### src/logic/cbtf_regs.svh
/*
  Register offsets, field positions, reset values and timing counts of the CAN bit timing and flag block.
  Assumes a 40 MHz system clock and byte addresses on a 32-bit AHB-Lite bus, one register per word.
*/
`ifndef CBTF_REGS_SVH
`define CBTF_REGS_SVH

// Byte offsets in the low address byte; upper address bits are decoded outside.
`define CBTF_OFF_FLAGS 8'h00
`define CBTF_OFF_CFG2 8'h04

// Interrupt flag word: bit positions and implemented bits.
`define CBTF_TX_BUFFER_FLAG 0
`define CBTF_RX_BUFFER_FLAG 1
`define CBTF_RX_OVERFLOW_FLAG 2
`define CBTF_FIFO_ALMOST_FULL_FLAG 3
`define CBTF_ERROR_EVENT_FLAG 5
`define CBTF_FLAGS_MASK 16'h002F
`define CBTF_FLAGS_RESET 16'h0000

// Bit timing configuration word two: field positions.
`define CBTF_WAKE_FILTER_BIT 14
`define CBTF_PH2_MSB 10
`define CBTF_PH2_LSB 8
`define CBTF_PH2_PROG_BIT 7
`define CBTF_TRIPLE_BIT 6
`define CBTF_PH1_MSB 5
`define CBTF_PH1_LSB 3
`define CBTF_PROP_MSB 2
`define CBTF_PROP_LSB 0
`define CBTF_CFG2_MASK 16'h47FF
`define CBTF_CFG2_RESET 16'h0000

// Information processing time in time quanta.
`define CBTF_IPT_TQ 4'h2

// Wake-up line filter: least low time in ns, and the clock period in ns.
`define CBTF_CLK_NS 25
`define CBTF_WAKE_FILT_NS 250
`define CBTF_WAKE_FILT_CYC ((`CBTF_WAKE_FILT_NS + `CBTF_CLK_NS - 1) / `CBTF_CLK_NS)

`endif

### src/logic/cbtf_pkg.sv
/*
  Types of the CAN bit timing and flag block.
  Assumes nothing of its surroundings.
*/
package cbtf_pkg;

	// Segment of the nominal bit time, one-hot.
	typedef enum logic [3:0] {
		CBTF_SYNC = 4'b0001,
		CBTF_PROP = 4'b0010,
		CBTF_PH1 = 4'b0100,
		CBTF_PH2 = 4'b1000
	} cbtf_seg_t;

	// Register selected by a bus address.
	typedef enum logic [1:0] {
		CBTF_REG_NONE = 2'b00,
		CBTF_REG_FLAGS = 2'b01,
		CBTF_REG_CFG2 = 2'b10
	} cbtf_reg_t;

endpackage

### src/logic/cbtf_timing_if.sv
/*
  Carrier between the register side and the bit timer.
  Assumes both ends run on the one system clock.
*/
`timescale 1ns/1ps
interface cbtf_timing_if;
	logic [2:0] propagation_length;
	logic [2:0] phase_one_length;
	logic [2:0] phase_two_length;
	logic phase_two_programmable_select;
	logic triple_sample;
	logic tq_tick;
	logic rx_bit;
	logic sample_strobe;
	logic sample_value;
	logic bit_start;
	cbtf_pkg::cbtf_seg_t segment;

	// Register side drives the settings and reads the results.
	modport ctrl (
		output propagation_length, phase_one_length, phase_two_length,
		output phase_two_programmable_select, triple_sample, tq_tick, rx_bit,
		input sample_strobe, sample_value, bit_start, segment
	);

	// Bit timer reads the settings.
	modport timer (
		input propagation_length, phase_one_length, phase_two_length,
		input phase_two_programmable_select, triple_sample, tq_tick, rx_bit,
		output sample_strobe, sample_value, bit_start, segment
	);
endinterface

### src/logic/cbtf_bit_timer.sv
/*
  Nominal bit time sequencer: sync, propagation, phase one and phase two, with sampling at the end of phase one.
  Assumes a time quantum tick from the baud prescaler and a receive line already synchronised to the clock.
*/
`timescale 1ns/1ps
`include "cbtf_regs.svh"
module cbtf_bit_timer (
	input wire logic clk_i, // System clock.
	input wire logic rst_n_i, // Asynchronous reset, active low.
	cbtf_timing_if.timer tif // Settings in, sample results out.
);
	cbtf_pkg::cbtf_seg_t seg_r;
	logic [3:0] qcnt_r;
	logic [1:0] hist_r;
	logic sample_strobe_r;
	logic sample_value_r;
	logic bit_start_r;
	logic [3:0] prop_len;
	logic [3:0] ph1_len;
	logic [3:0] ph2_len;
	logic [3:0] seg_len;
	logic seg_end;
	logic majority;

	// Every length is its code plus one quantum.
	assign prop_len = {1'b0, tif.propagation_length} + 4'h1;
	assign ph1_len = {1'b0, tif.phase_one_length} + 4'h1;

	// A free phase two follows its field; otherwise it is the longer of phase one and the processing time.
	always_comb begin
		if (tif.phase_two_programmable_select) begin
			ph2_len = {1'b0, tif.phase_two_length} + 4'h1;
		end else if (ph1_len > `CBTF_IPT_TQ) begin
			ph2_len = ph1_len;
		end else begin
			ph2_len = `CBTF_IPT_TQ;
		end
	end

	// Length of the segment now running; sync is always one quantum.
	always_comb begin
		case (seg_r)
			cbtf_pkg::CBTF_SYNC: seg_len = 4'h1;
			cbtf_pkg::CBTF_PROP: seg_len = prop_len;
			cbtf_pkg::CBTF_PH1: seg_len = ph1_len;
			cbtf_pkg::CBTF_PH2: seg_len = ph2_len;
			default: seg_len = 4'h1;
		endcase
	end

	assign seg_end = tif.tq_tick && (qcnt_r >= seg_len - 4'h1);

	// Sync, then propagation, phase one and phase two; settings changed mid-bit take effect at once.
	always_ff @(posedge clk_i or negedge rst_n_i) begin
		if (!rst_n_i) begin
			seg_r <= cbtf_pkg::CBTF_SYNC;
			qcnt_r <= 4'h0;
		end else if (seg_end) begin
			qcnt_r <= 4'h0;
			case (seg_r)
				cbtf_pkg::CBTF_SYNC: seg_r <= cbtf_pkg::CBTF_PROP;
				cbtf_pkg::CBTF_PROP: seg_r <= cbtf_pkg::CBTF_PH1;
				cbtf_pkg::CBTF_PH1: seg_r <= cbtf_pkg::CBTF_PH2;
				cbtf_pkg::CBTF_PH2: seg_r <= cbtf_pkg::CBTF_SYNC;
				default: seg_r <= cbtf_pkg::CBTF_SYNC;
			endcase
		end else if (tif.tq_tick) begin
			qcnt_r <= qcnt_r + 4'h1;
		end
	end

	// The line level at the two previous quanta, for triple sampling.
	always_ff @(posedge clk_i or negedge rst_n_i) begin
		if (!rst_n_i) begin
			hist_r <= 2'b11;
		end else if (tif.tq_tick) begin
			hist_r <= {hist_r[0], tif.rx_bit};
		end
	end

	// Two of three wins; a short glitch near the sample point is thus outvoted.
	assign majority = (tif.rx_bit & hist_r[0]) | (tif.rx_bit & hist_r[1]) | (hist_r[0] & hist_r[1]);

	// Sample at the end of phase one and mark the start of each bit.
	always_ff @(posedge clk_i or negedge rst_n_i) begin
		if (!rst_n_i) begin
			sample_strobe_r <= 1'b0;
			sample_value_r <= 1'b1;
			bit_start_r <= 1'b0;
		end else begin
			sample_strobe_r <= seg_end && (seg_r == cbtf_pkg::CBTF_PH1);
			bit_start_r <= seg_end && (seg_r == cbtf_pkg::CBTF_PH2);
			if (seg_end && (seg_r == cbtf_pkg::CBTF_PH1)) begin
				sample_value_r <= tif.triple_sample ? majority : tif.rx_bit;
			end
		end
	end

	assign tif.sample_strobe = sample_strobe_r;
	assign tif.sample_value = sample_value_r;
	assign tif.bit_start = bit_start_r;
	assign tif.segment = seg_r;
endmodule

### src/logic/cbtf_top.sv
/*
  CAN bit timing configuration and interrupt flag block, reached over AHB-Lite.
  Assumes a time quantum tick from the baud prescaler, event pulses from the frame engine on the same clock,
  and a receive pin from the transceiver, which is asynchronous to the clock.
*/
// Contract
// - With the wake filter select set, wake-up is seen through the line filter; otherwise the raw line is used.
// - Phase two lasts its 3-bit field at bits 10 to 8 plus one quantum, from 1 to 8 quanta.
// - Phase two select high uses the programmed length; low uses the longer of phase one and processing time.
// - Sampling select high takes three samples by majority at the sample point; low takes one.
// - Phase one lasts its 3-bit field at bits 5 to 3 plus one quantum, from 1 to 8 quanta.
// - Propagation lasts its 3-bit field at bits 2 to 0 plus one quantum, from 1 to 8 quanta.
`timescale 1ns/1ps
`include "cbtf_regs.svh"
module cbtf_top (
	input wire logic CLOCK_I, // System clock, 40 MHz.
	input wire logic RSTN_I, // Asynchronous reset, active low.
	input wire logic HSEL_I, // AHB slave select.
	input wire logic [31:0] HADDR_I, // AHB address.
	input wire logic [1:0] HTRANS_I, // AHB transfer type.
	input wire logic HWRITE_I, // AHB write, high for write.
	input wire logic [2:0] HSIZE_I, // AHB size, word only.
	input wire logic [31:0] HWDATA_I, // AHB write data.
	input wire logic HREADY_I, // AHB bus ready.
	output logic [31:0] HRDATA_O, // AHB read data.
	output logic HREADYOUT_O, // AHB slave ready.
	output logic HRESP_O, // AHB response, always OKAY.
	input wire logic TQ_TICK_I, // One pulse per time quantum.
	input wire logic CAN_RX_I, // Receive line from the transceiver.
	input wire logic TX_DONE_I, // Transmit buffer done, pulse.
	input wire logic RX_FILLED_I, // Receive buffer filled, pulse.
	input wire logic RX_OVERFLOW_I, // Receive buffer overflow, pulse.
	input wire logic FIFO_ALMOST_FULL_I, // FIFO almost full, pulse.
	input wire logic ERROR_EVENT_I, // Aggregated error event, pulse.
	output logic SAMPLE_STROBE_O, // Pulse at each sample point.
	output logic SAMPLE_BIT_O, // Sampled bus level.
	output logic BIT_START_O, // Pulse at the start of each bit.
	output logic WAKE_O // Pulse on wake-up activity.
);
	cbtf_timing_if tif ();

	logic rx_meta_r;
	logic rx_sync_r;
	logic [15:0] flags_r;
	logic [15:0] flags_nxt;
	logic [15:0] flag_set;
	logic [15:0] flag_clr;
	logic [15:0] cfg2_r;
	logic [15:0] cfg2_nxt;
	logic wr_pend_r;
	cbtf_pkg::cbtf_reg_t wr_sel_r;
	logic [31:0] hrdata_r;
	logic [31:0] hrdata_nxt;
	logic addr_phase;
	cbtf_pkg::cbtf_reg_t rd_sel;
	logic filt_line_r;
	logic [7:0] filt_cnt_r;
	logic wake_line;
	logic wake_prev_r;
	logic wake_r;

	// The implemented flag bits as a vector, so that the generate loop can pick single bits of it.
	localparam logic [15:0] flags_mask = `CBTF_FLAGS_MASK;

	// Decodes a bus address to the register it selects; used for both reads and writes.
	function automatic cbtf_pkg::cbtf_reg_t reg_decode(input logic [31:0] addr);
		cbtf_pkg::cbtf_reg_t sel;
		sel = cbtf_pkg::CBTF_REG_NONE;
		if (addr[7:0] == `CBTF_OFF_FLAGS) begin
			sel = cbtf_pkg::CBTF_REG_FLAGS;
		end else if (addr[7:0] == `CBTF_OFF_CFG2) begin
			sel = cbtf_pkg::CBTF_REG_CFG2;
		end
		return sel;
	endfunction

	// The receive pin is asynchronous; only the second stage is read anywhere.
	always_ff @(posedge CLOCK_I or negedge RSTN_I) begin
		if (!RSTN_I) begin
			rx_meta_r <= 1'b1;
			rx_sync_r <= 1'b1;
		end else begin
			rx_meta_r <= CAN_RX_I;
			rx_sync_r <= rx_meta_r;
		end
	end

	// An address phase is taken when this slave is selected, the bus is ready and the transfer is non-sequential or sequential.
	assign addr_phase = HSEL_I && HREADY_I && HTRANS_I[1];
	assign rd_sel = reg_decode(HADDR_I);

	// Write data arrive one cycle after the address, so the address phase is held for that cycle.
	always_ff @(posedge CLOCK_I or negedge RSTN_I) begin
		if (!RSTN_I) begin
			wr_pend_r <= 1'b0;
			wr_sel_r <= cbtf_pkg::CBTF_REG_NONE;
		end else if (HREADY_I) begin
			wr_pend_r <= addr_phase && HWRITE_I;
			wr_sel_r <= rd_sel;
		end
	end

	// Event pulses from the frame engine, each onto its own flag bit.
	always_comb begin
		flag_set = 16'h0000;
		flag_set[`CBTF_TX_BUFFER_FLAG] = TX_DONE_I;
		flag_set[`CBTF_RX_BUFFER_FLAG] = RX_FILLED_I;
		flag_set[`CBTF_RX_OVERFLOW_FLAG] = RX_OVERFLOW_I;
		flag_set[`CBTF_FIFO_ALMOST_FULL_FLAG] = FIFO_ALMOST_FULL_I;
		flag_set[`CBTF_ERROR_EVENT_FLAG] = ERROR_EVENT_I;
	end

	// Flags are clear-only: writing 0 to a bit clears it, writing 1 leaves it.
	assign flag_clr = (wr_pend_r && wr_sel_r == cbtf_pkg::CBTF_REG_FLAGS) ? ~HWDATA_I[15:0] : 16'h0000;

	// A set in the same cycle as its clear wins, so no event is lost.
	genvar g;
	generate
		for (g = 0; g < 16; g = g + 1) begin : gen_flag
			assign flags_nxt[g] = flags_mask[g] & (flag_set[g] | (flags_r[g] & ~flag_clr[g]));
		end
	endgenerate

	// Flag word storage.
	always_ff @(posedge CLOCK_I or negedge RSTN_I) begin
		if (!RSTN_I) begin
			flags_r <= `CBTF_FLAGS_RESET;
		end else begin
			flags_r <= flags_nxt;
		end
	end

	// Configuration word two; unimplemented bits stay zero.
	assign cfg2_nxt = (wr_pend_r && wr_sel_r == cbtf_pkg::CBTF_REG_CFG2) ?
		(HWDATA_I[15:0] & `CBTF_CFG2_MASK) : cfg2_r;

	always_ff @(posedge CLOCK_I or negedge RSTN_I) begin
		if (!RSTN_I) begin
			cfg2_r <= `CBTF_CFG2_RESET;
		end else begin
			cfg2_r <= cfg2_nxt;
		end
	end

	// Reads see the next values, so a read right after a write returns the written data.
	always_comb begin
		hrdata_nxt = 32'h0000_0000;
		case (rd_sel)
			cbtf_pkg::CBTF_REG_FLAGS: hrdata_nxt = {16'h0000, flags_nxt};
			cbtf_pkg::CBTF_REG_CFG2: hrdata_nxt = {16'h0000, cfg2_nxt};
			default: hrdata_nxt = 32'h0000_0000;
		endcase
	end

	// Read data are loaded at the address phase and stand through the data phase.
	always_ff @(posedge CLOCK_I or negedge RSTN_I) begin
		if (!RSTN_I) begin
			hrdata_r <= 32'h0000_0000;
		end else if (addr_phase && !HWRITE_I) begin
			hrdata_r <= hrdata_nxt;
		end
	end

	// The slave never stalls or errors; the size is not checked, because only whole words are moved.
	assign HRDATA_O = hrdata_r;
	assign HREADYOUT_O = 1'b1;
	assign HRESP_O = 1'b0;

	// Settings to the bit timer, straight from the configuration word.
	assign tif.propagation_length = cfg2_r[`CBTF_PROP_MSB:`CBTF_PROP_LSB];
	assign tif.phase_one_length = cfg2_r[`CBTF_PH1_MSB:`CBTF_PH1_LSB];
	assign tif.phase_two_length = cfg2_r[`CBTF_PH2_MSB:`CBTF_PH2_LSB];
	assign tif.phase_two_programmable_select = cfg2_r[`CBTF_PH2_PROG_BIT];
	assign tif.triple_sample = cfg2_r[`CBTF_TRIPLE_BIT];
	assign tif.tq_tick = TQ_TICK_I;
	assign tif.rx_bit = rx_sync_r;

	// Segment sequencer and sampler, fed through the carrier interface.
	cbtf_bit_timer u_bit_timer (
		.clk_i(CLOCK_I),
		.rst_n_i(RSTN_I),
		.tif(tif)
	);

	// Timer results go straight to the pins; they are already registered inside the timer.
	assign SAMPLE_STROBE_O = tif.sample_strobe;
	assign SAMPLE_BIT_O = tif.sample_value;
	assign BIT_START_O = tif.bit_start;

	// Line filter: the filtered level follows the line only after it has held for the full filter time.
	// This rejects short glitches that would otherwise wake the node, at the cost of a fixed delay.
	always_ff @(posedge CLOCK_I or negedge RSTN_I) begin
		if (!RSTN_I) begin
			filt_line_r <= 1'b1;
			filt_cnt_r <= 8'h00;
		end else if (rx_sync_r == filt_line_r) begin
			filt_cnt_r <= 8'h00;
		end else if (filt_cnt_r >= 8'(`CBTF_WAKE_FILT_CYC - 1)) begin
			filt_line_r <= rx_sync_r;
			filt_cnt_r <= 8'h00;
		end else begin
			filt_cnt_r <= filt_cnt_r + 8'h01;
		end
	end

	// Wake-up activity is a falling edge of the chosen line.
	// The edge detector idles high, as the recessive line does, so that no false wake follows reset.
	assign wake_line = cfg2_r[`CBTF_WAKE_FILTER_BIT] ? filt_line_r : rx_sync_r;

	always_ff @(posedge CLOCK_I or negedge RSTN_I) begin
		if (!RSTN_I) begin
			wake_prev_r <= 1'b1;
			wake_r <= 1'b0;
		end else begin
			wake_prev_r <= wake_line;
			wake_r <= wake_prev_r && !wake_line;
		end
	end

	assign WAKE_O = wake_r;
endmodule

### config.mk
export PLATFORM = sky130hd
export DESIGN_NAME = cbtf_top
export DESIGN_NICKNAME = d
export VERILOG_FILES = /design/src/logic/cbtf_pkg.sv /design/src/logic/cbtf_timing_if.sv /design/src/logic/cbtf_bit_timer.sv /design/src/logic/cbtf_top.sv
export VERILOG_INCLUDE_DIRS = /design/src /design/src/logic
export SDC_FILE = /design/constraint.sdc
export NUM_CORES = 1
export LEC_CHECK = 0
export ABC_AREA = 1
export BUFFER_PORTS_ARGS = -buffer_cell sky130_fd_sc_hd__buf_2
export CAP_MARGIN = 10
export CORE_AREA = 2 2 85 87
export DETAILED_ROUTE_END_ITERATION = 7
export DIE_AREA = 0 0 87 89
export HOLD_SLACK_MARGIN = 0.12
export PLACE_DENSITY = 0.75
export SYNTH_ARGS = -nofsm -noshare
export SYNTH_HDL_FRONTEND = slang
export SYNTH_SLANG_ARGS = --single-unit
### constraint.sdc
create_clock -name CLOCK_I -period 2.8 [get_ports CLOCK_I]
set_input_delay 0.84 -clock CLOCK_I [delete_from_list [all_inputs] [get_ports CLOCK_I]]
set_output_delay 0.84 -clock CLOCK_I [all_outputs]
set_load 0.02 [all_outputs]
==> reports/qor.csv, run 1 <==
stage;metric;value;unit
run_status;status;finished, final reports clean;
timing;setup-violations-final;0;
layout;seq_area;1660;sq um
clock_tree;htreeDepth;3;
setup_path;crit_chain;inv_1 > ha_1 > inv_1 > nand2_1 > nand3_1 > nand2_1 > a21oi_2 > nor2_2 > ha_1 > ha_1 > inv_1 > o21bai_1 > nand3_1 > nand3_2 > nand2_4 > inv_1 > nand2_1 > nand2_1;
global_routing;grt_overflow;0;
clock_tree;cts.clk_slew.worst_paths;80;ps
die;num_rows;30;
yosys;yosys_register_bits;66;
die;ios;119;
setup_path;cpPeakStageDelay;400;ps
yosys;synth_commonest_cells;nand2_1, dfrtp_1, inv_1, nand3_1, nor2_1;
clock_tree;cts_hold_buffers;0;
setup_path;critPathSlowestCell;dfrtp_1;
layout;multi_input_area;1350;sq um
setup_path;crit_fanout;13;
timing;clock_skew;11.5;ps
worst_hold_path;hold_class;register to register;
placed_design;io_buffer_count;52;
layout;fillCellCount;594;
detailed_routing;drc;0;
yosys;yosysTopAreaCell;dfrtp_1;
yosys;synth_edf_count;0;
die;die-width;87;um
layout;design_area;3840;sq um
die;die_area;7740;sq um
clock_tree;clk_path_buf_depth;2;
setup_path;critPathCaptureType;register;
pwr;peakVddDrop;416;uV
setup_path;startpoint_type;register;
yosys;synth_area;3290;sq um
global_routing;grt_pass1_wl;10.7;mm
layout;diodes;0;
timing;finalHoldViolations;0;
clock_tree;clock_sink_count;66;
setup_path;cpLargestDelayFamily;adder cells;
setup_path;worst-path-buf-inv;4;
timing;slew_viol_final;0;
pwr;p_leak;2.06;nW
placed_design;dpl_cell_area;3600;sq um
clock_tree;numCtsBuffers;9;
setup_path;worst-setup-path-type;register to register;
yosys;synth.area.top_cells;dfrtp_1, nand2_1, dfstp_2, inv_1, ha_1;
yosys;synth.most_common_cell;nand2_1;
detailed_routing;drtIter0Drc;104;
timing;fmax;390;MHz
setup_path;cp.arrival;2840;ps
timing;finalCriticalPeriod;2560;ps
timing;maxSlewHeadroom;0.616;
yosys;synth-main-ff-cell;dfrtp_1;
die;start_util;0.489;
global_routing;antenna_found_initial;0;
yosys;yosysSeqAreaShare;0.506;
layout;drive_gt1_frac;0.233;
timing;rsz0062_at_grt;no;
layout;nets;536;
yosys;synthCells;378;
detailed_routing;viasPerCell;4.81;
die;core;6720;sq um
die;fp.dieH;89;um
detailed_routing;final_antenna_net_count;0;
global_routing;grt_usage;0.178;
timing;worst_slack;236;ps
timing;period_share;0.916;
clock_tree;insertion_delay;350;ps
yosys;synth_top_cell_area_share;0.442;
placed_design;gp_congestion;0.822;
timing;fin_tns_setup;0;ps
clock_tree;post_cts_buffers;0;
detailed_routing;vias;2534;
timing;tightest_slew;575;ps
yosys;yosys_warnings;0;
global_routing;grt_max_degree;67;
yosys;synth.distinct_cells;34;
layout;syn_to_final_growth;16.9;%
detailed_routing;firstDrtPassIters;4;
yosys;async_flop_share;1.00;
setup_path;critical_path_required;3080;ps
clock_tree;clockRootBuffer;clkbuf_8;
pwr;power.density;694;nW/um^2
clock_tree;cts_tree;built;
flow_run;drv_cap;0;
placed_design;hpwlAfterDp;4.54;mm
detailed_routing;wire_per_inst;11.7;um
placed_design;post-place-ws;48.1;ps
yosys;synth.avg_cell_area;8.69;sq um
global_routing;grt_pass1_vias;2552;
detailed_routing;routed_wl;6.18;mm
-- layout by cell type (no fill, tap or decap), types with 8 or more instances in the layout --
master    instances
conb_1           22
nand2_1          93
clkbuf_8          9
inv_1            52
nand3_1          28
o21ai_0          21
dfrtp_1          58
ha_1             13
dfstp_2           8
o21ai_2          10
buf_2            52
nor2_1           27
-- report_power, final --
part	leakage, nW	internal (mW)	switching [mW]
clock	0.107	0.504	0.370
sequential	0.804	1.05	0.0597
combinational	1.15	0.255	0.431
-- through the flow --
step / std cells / power, mW / util / hold slack (ps)
final: 527 / 2.67 / 0.572 / 362
after global routing: 527 / 2.83 / 0.572 / 364
after CTS: 527 / 2.64 / 0.569 / 361
after detailed placement: 511 / 1.76 / 0.536 / 355
after global placement: 511 / 1.72 / 0.536 / 351
after floorplan: 398 / 1.60 / - / 345
-- worst paths after layout --
kind                            from                          to  slack, ps  cells after the start
max                        cfg2_r[4]  u_bit_timer.tif.segment[1]        240                     18
min reg2reg                rx_meta_r                   rx_sync_r        360                      0
max in group asynchronous     RSTN_I  u_bit_timer.tif.segment[0]       1990                      2
min                        rx_meta_r                   rx_sync_r        360                      0
min in group asynchronous     RSTN_I               filt_cnt_r[0]        490                      2
max reg2reg                cfg2_r[4]  u_bit_timer.tif.segment[1]        240                     18
-- sequential cells by signal, summed over array words and instances (netlist names) --
name	cells
HRDATA_O	16
cfg2_r	16
filt_cnt_r	8
flags_r	5
u_bit_timer.qcnt_r	4
u_bit_timer.tif.segment	4
u_bit_timer.hist_r	2
wr_sel_r	2
WAKE_O	1
filt_line_r	1
rx_meta_r	1
rx_sync_r	1
u_bit_timer.tif.bit_start	1
u_bit_timer.tif.sample_strobe	1
u_bit_timer.tif.sample_value	1
wake_prev_r	1
wr_pend_r	1
-- cell type report --
class,instances,area share
clock buffer,10,0.0332
clock inverter,6,0.0234
inverter,53,0.0518
multi-input combinational,255,0.352
sequential,66,0.432
tap,80,0.0261
timing repair buffer,57,0.0808
-- kinds of logic after synthesis --
family                     Yosys count  share of synthesized area
adders and majority gates           13                     0.0495
and+or+nand+nor                    171                      0.234
buffers and inverters               77                      0.112
other                                2                    0.00229
DFF                                 66                      0.506
xor gates and xnor gates             5                     0.0133
AOI/OAI and AO/OA                   44                     0.0838
-- routing by layer --
layer / share of wire / vias up / track usage / routed length (um)
met2: 0.49 / 74 / 0.304 / 3020
met3: 0.055 / 12 / 0.0443 / 341
met1: 0.44 / 1170 / 0.212 / 2690
met4: 0.019 / 0 / 0.0810 / 119
met5: 0 / - / 0 / 0
li1: - / 1278 / - / -
-- repair_timing --
action                                 CTS  global route
endpoints found under the hold margin    0             0
setup endpoints to repair                0            11
resized for setup                        0             7
Note: power is estimated with default switching activity, not from simulation.
==> inputs of run 2 (changes only) <==
ABC_AREA = not set   (was 1)
PLACE_DENSITY = 0.89   (was 0.75)
SYNTH_HIERARCHICAL = 1   (was not set)
==> reports/qor.csv, run 2 <==
stage;metric;value;unit;change
global_routing;grt_max_degree;67;;unchanged
clock_tree;clk_path_buf_depth;2;;unchanged
timing;finalCriticalPeriod;2990;ps;was 2560 ps
pwr;peakVddDrop;386;uV;was 416 uV
die;num_rows;30;;unchanged
yosys;synth_top_cell_area_share;0.441;;was 0.442
layout;drive_gt1_frac;0.316;;was 0.233
flow_run;drv_cap;0;;unchanged
yosys;synthCells;303;;was 378
placed_design;gp_congestion;0.886;;was 0.822
die;fp.dieH;89;um;unchanged
yosys;async_flop_share;1.00;;unchanged
layout;nets;472;;was 536
yosys;yosys_warnings;6;;was 0
die;core;6720;sq um;unchanged
yosys;synth_edf_count;0;;unchanged
yosys;yosys_register_bits;66;;unchanged
timing;worst_slack;-187;ps;was 236 ps
yosys;yosysSeqAreaShare;0.505;;was 0.506
layout;final_util;0.600;;was 0.572
die;start_util;0.490;;was 0.489
pwr;p_leak;1.94;nW;was 2.06 nW
clock_tree;cts.clk_slew.worst_paths;60;ps;was 80 ps
clock_tree;cts_hold_buffers;0;;unchanged
setup_path;cp.arrival;3210;ps;was 2840 ps
yosys;synth.most_common_cell;dfrtp_1;;was nand2_1
run_status;status;complete, but fails checks;;was finished, final reports clean
timing;clock_skew;7.05;ps;was 11.5 ps
yosys;synth_area;3290;sq um;about the same
detailed_routing;drc;0;;unchanged
timing;finalHoldViolations;0;;unchanged
yosys;synth.distinct_cells;50;;was 34
layout;mostFrequentLayoutCells;dfrtp_1, buf_2, inv_1, nand2_1, conb_1;;was nand2_1, dfrtp_1, inv_1, buf_2, nand3_1
detailed_routing;routed_wl;7.53;mm;was 6.18 mm
detailed_routing;final_antenna_net_count;0;;unchanged
timing;slew_viol_final;0;;unchanged
detailed_routing;viasPerCell;5.50;;was 4.81
setup_path;critPathCaptureType;register;;unchanged
timing;tightest_slew;814;ps;was 575 ps
yosys;synth-main-ff-cell;dfrtp_1;;unchanged
setup_path;r2r_slack;-190;ps;was 240 ps
clock_tree;insertion_delay;340;ps;was 350 ps
layout;layout_commonest_cell;dfrtp_1;;was nand2_1
setup_path;worst-setup-path-type;register to register;;unchanged
global_routing;grt_usage;0.194;;was 0.178
worst_hold_path;hold_end;rx_sync_r;;unchanged
detailed_routing;wire_per_inst;16.3;um;was 11.7 um
clock_tree;htreeDepth;3;;unchanged
global_routing;grt_overflow;0;;unchanged
clock_tree;clockRootBuffer;clkbuf_8;;unchanged
yosys;yosysTopAreaCell;dfrtp_1;;unchanged
placed_design;hpwlAfterDp;5.00;mm;was 4.54 mm
setup_path;critical_path_required;3020;ps;was 3080 ps
layout;syn_to_final_growth;22.5;%;was 16.9%
timing;fin_hold_ws;363;ps;was 362 ps
run_status;failed_checks;negative setup slack;;
timing;period_share;1.07;;was 0.916
setup_path;r2r_start;u_bit_timer/tif.segment[3];;was cfg2_r[4]
yosys;synth.area.top_cells;dfrtp_1, dfstp_2, ha_1, buf_4, inv_1;;was dfrtp_1, nand2_1, dfstp_2, inv_1, ha_1
die;ios;119;;unchanged
placed_design;io_buffer_count;52;;unchanged
clock_tree;clock_sink_count;66;;unchanged
layout;diodes;0;;unchanged
worst_hold_path;hold_start;rx_meta_r;;unchanged
clock_tree;numCtsBuffers;9;;unchanged
timing;fmax;335;MHz;was 390 MHz
detailed_routing;firstDrtPassIters;4;;unchanged
clock_tree;cts_tree;built;;unchanged
die;die-width;87;um;unchanged
pwr;power.density;802;nW/um^2;was 694 nW/um^2
detailed_routing;drtIter0Drc;157;;was 104
timing;rsz0062_at_grt;yes;;was no
setup_path;startpoint_type;register;;unchanged
timing;setup-violations-final;8;;was 0
global_routing;grt_pass1_wl;11.5;mm;was 10.7 mm
die;die_area;7740;sq um;unchanged
worst_hold_path;hold_class;register to register;;unchanged
global_routing;antenna_found_initial;0;;unchanged
yosys;synth_commonest_cells;dfrtp_1, inv_1, nand2_1, o21ai_0, buf_4;;was nand2_1, dfrtp_1, inv_1, nand3_1, nor2_1
worst_hold_path;worst_hold_path.num_cells;0;;unchanged
setup_path;reg2reg_to;u_bit_timer/tif.segment[2];;was u_bit_timer.tif.segment[1]
timing;maxSlewHeadroom;0.457;;was 0.616
global_routing;grt_pass1_vias;2458;;was 2,552
detailed_routing;vias;2546;;was 2,534
setup_path;reg2reg_depth;11;;was 18
yosys;synth.avg_cell_area;10.9;sq um;was 8.69 sq um
setup_path;crit_fanout;5;;was 13
run 2: cell types whose count changed after synthesis, moves of 8 or more:
cell     previous run  this run
nand2_1            94        22
nor2_1             29        10
inv_1              52        29
a21o_1              0         8
o21ai_2            10         0
nand3_1            29         7
run 2: power breakdown:
part	switching, mW	leakage (nW)	internal (mW)
combinational	0.594	1.01	0.645
clock	0.337	0.110	0.510
sequential	0.0962	0.824	1.05
run 2: stage by stage:
| step | instances | power (mW) | cell area [sq um] | setup slack [ps] | setup TNS [ps] |
|---|---|---|---|---|---|
| floorplan | 323 | 1.76 | 3390 | 3.96 | 0 |
| global placement | 442 | 1.98 | 3650 | -5.08 | -5.08 |
| detailed placement | 442 | 2.02 | 3650 | -79.3 | -90.5 |
| CTS | 460 | 2.89 | 3890 | -62.9 | -112 |
| global route | 463 | 3.38 | 4030 | -317 | -1940 |
| finish | 463 | 3.23 | 4030 | -187 | -837 |
run 2: final cells by class:
cell class,count,area (sq um)
clock buffers,15,186
flip-flops and latches,66,1660
well taps,80,100
repair buffers,73,433
clock inverters,1,30.0
multi-input cells,197,1500
fillers,506,2690
inverters,31,116
run 2: logic make-up after synthesis:
| family | after synthesis | share of synthesized area |
|---|---|---|
| simple gates | 74 | 0.136 |
| compound gates | 66 | 0.139 |
| flops | 66 | 0.505 |
| buf+inv | 60 | 0.102 |
| fa+ha+maj | 13 | 0.0494 |
| mux | 12 | 0.0395 |
| xor+xnor | 10 | 0.0266 |
| other cells | 2 | 0.00228 |
run 2: timing repair:
action                     CTS  global route
buffers inserted             2             5
cloned                       0             0
setup endpoints to repair    2            10
resized for setup            1            20
pin swaps                    2             5
run 2: worst max path at each step:
stage,end,slack [ps],from,cells past startpoint
6_report,u_bit_timer/tif.segment[2],-190,u_bit_timer/tif.segment[3],11
3_3_place_gp,u_bit_timer/tif.segment[2],-5,cfg2_r[3],12
4_1_cts,u_bit_timer/tif.segment[2],-60,cfg2_r[3],12
3_5_place_dp,u_bit_timer/tif.segment[2],-80,cfg2_r[4],12
2_1_floorplan,u_bit_timer/tif.segment[2],4,cfg2_r[3],13
5_1_grt,u_bit_timer/tif.segment[0],-320,u_bit_timer/tif.segment[3],12
run 2: worst max-delay path, stage by stage, from the launching register on:
cell and delay [ps]:
dfrtp_1 480, nor4b_4 370, o21ai_1 130, o21ai_0 110
a22oi_1 150, ha_1 340, ha_1 270, a21o_1 160
a21o_1 190, a21oi_4 170, nand2b_4 200, mux2_4 310
run 2: routing by layer:
layer	global-route usage	vias to the layer above	wire length (um)
li1	-	1173	-
met1	0.251	1238	3020
met2	0.317	116	3900
met3	0.0314	19	415
met4	0.0952	0	196
met5	0	-	0
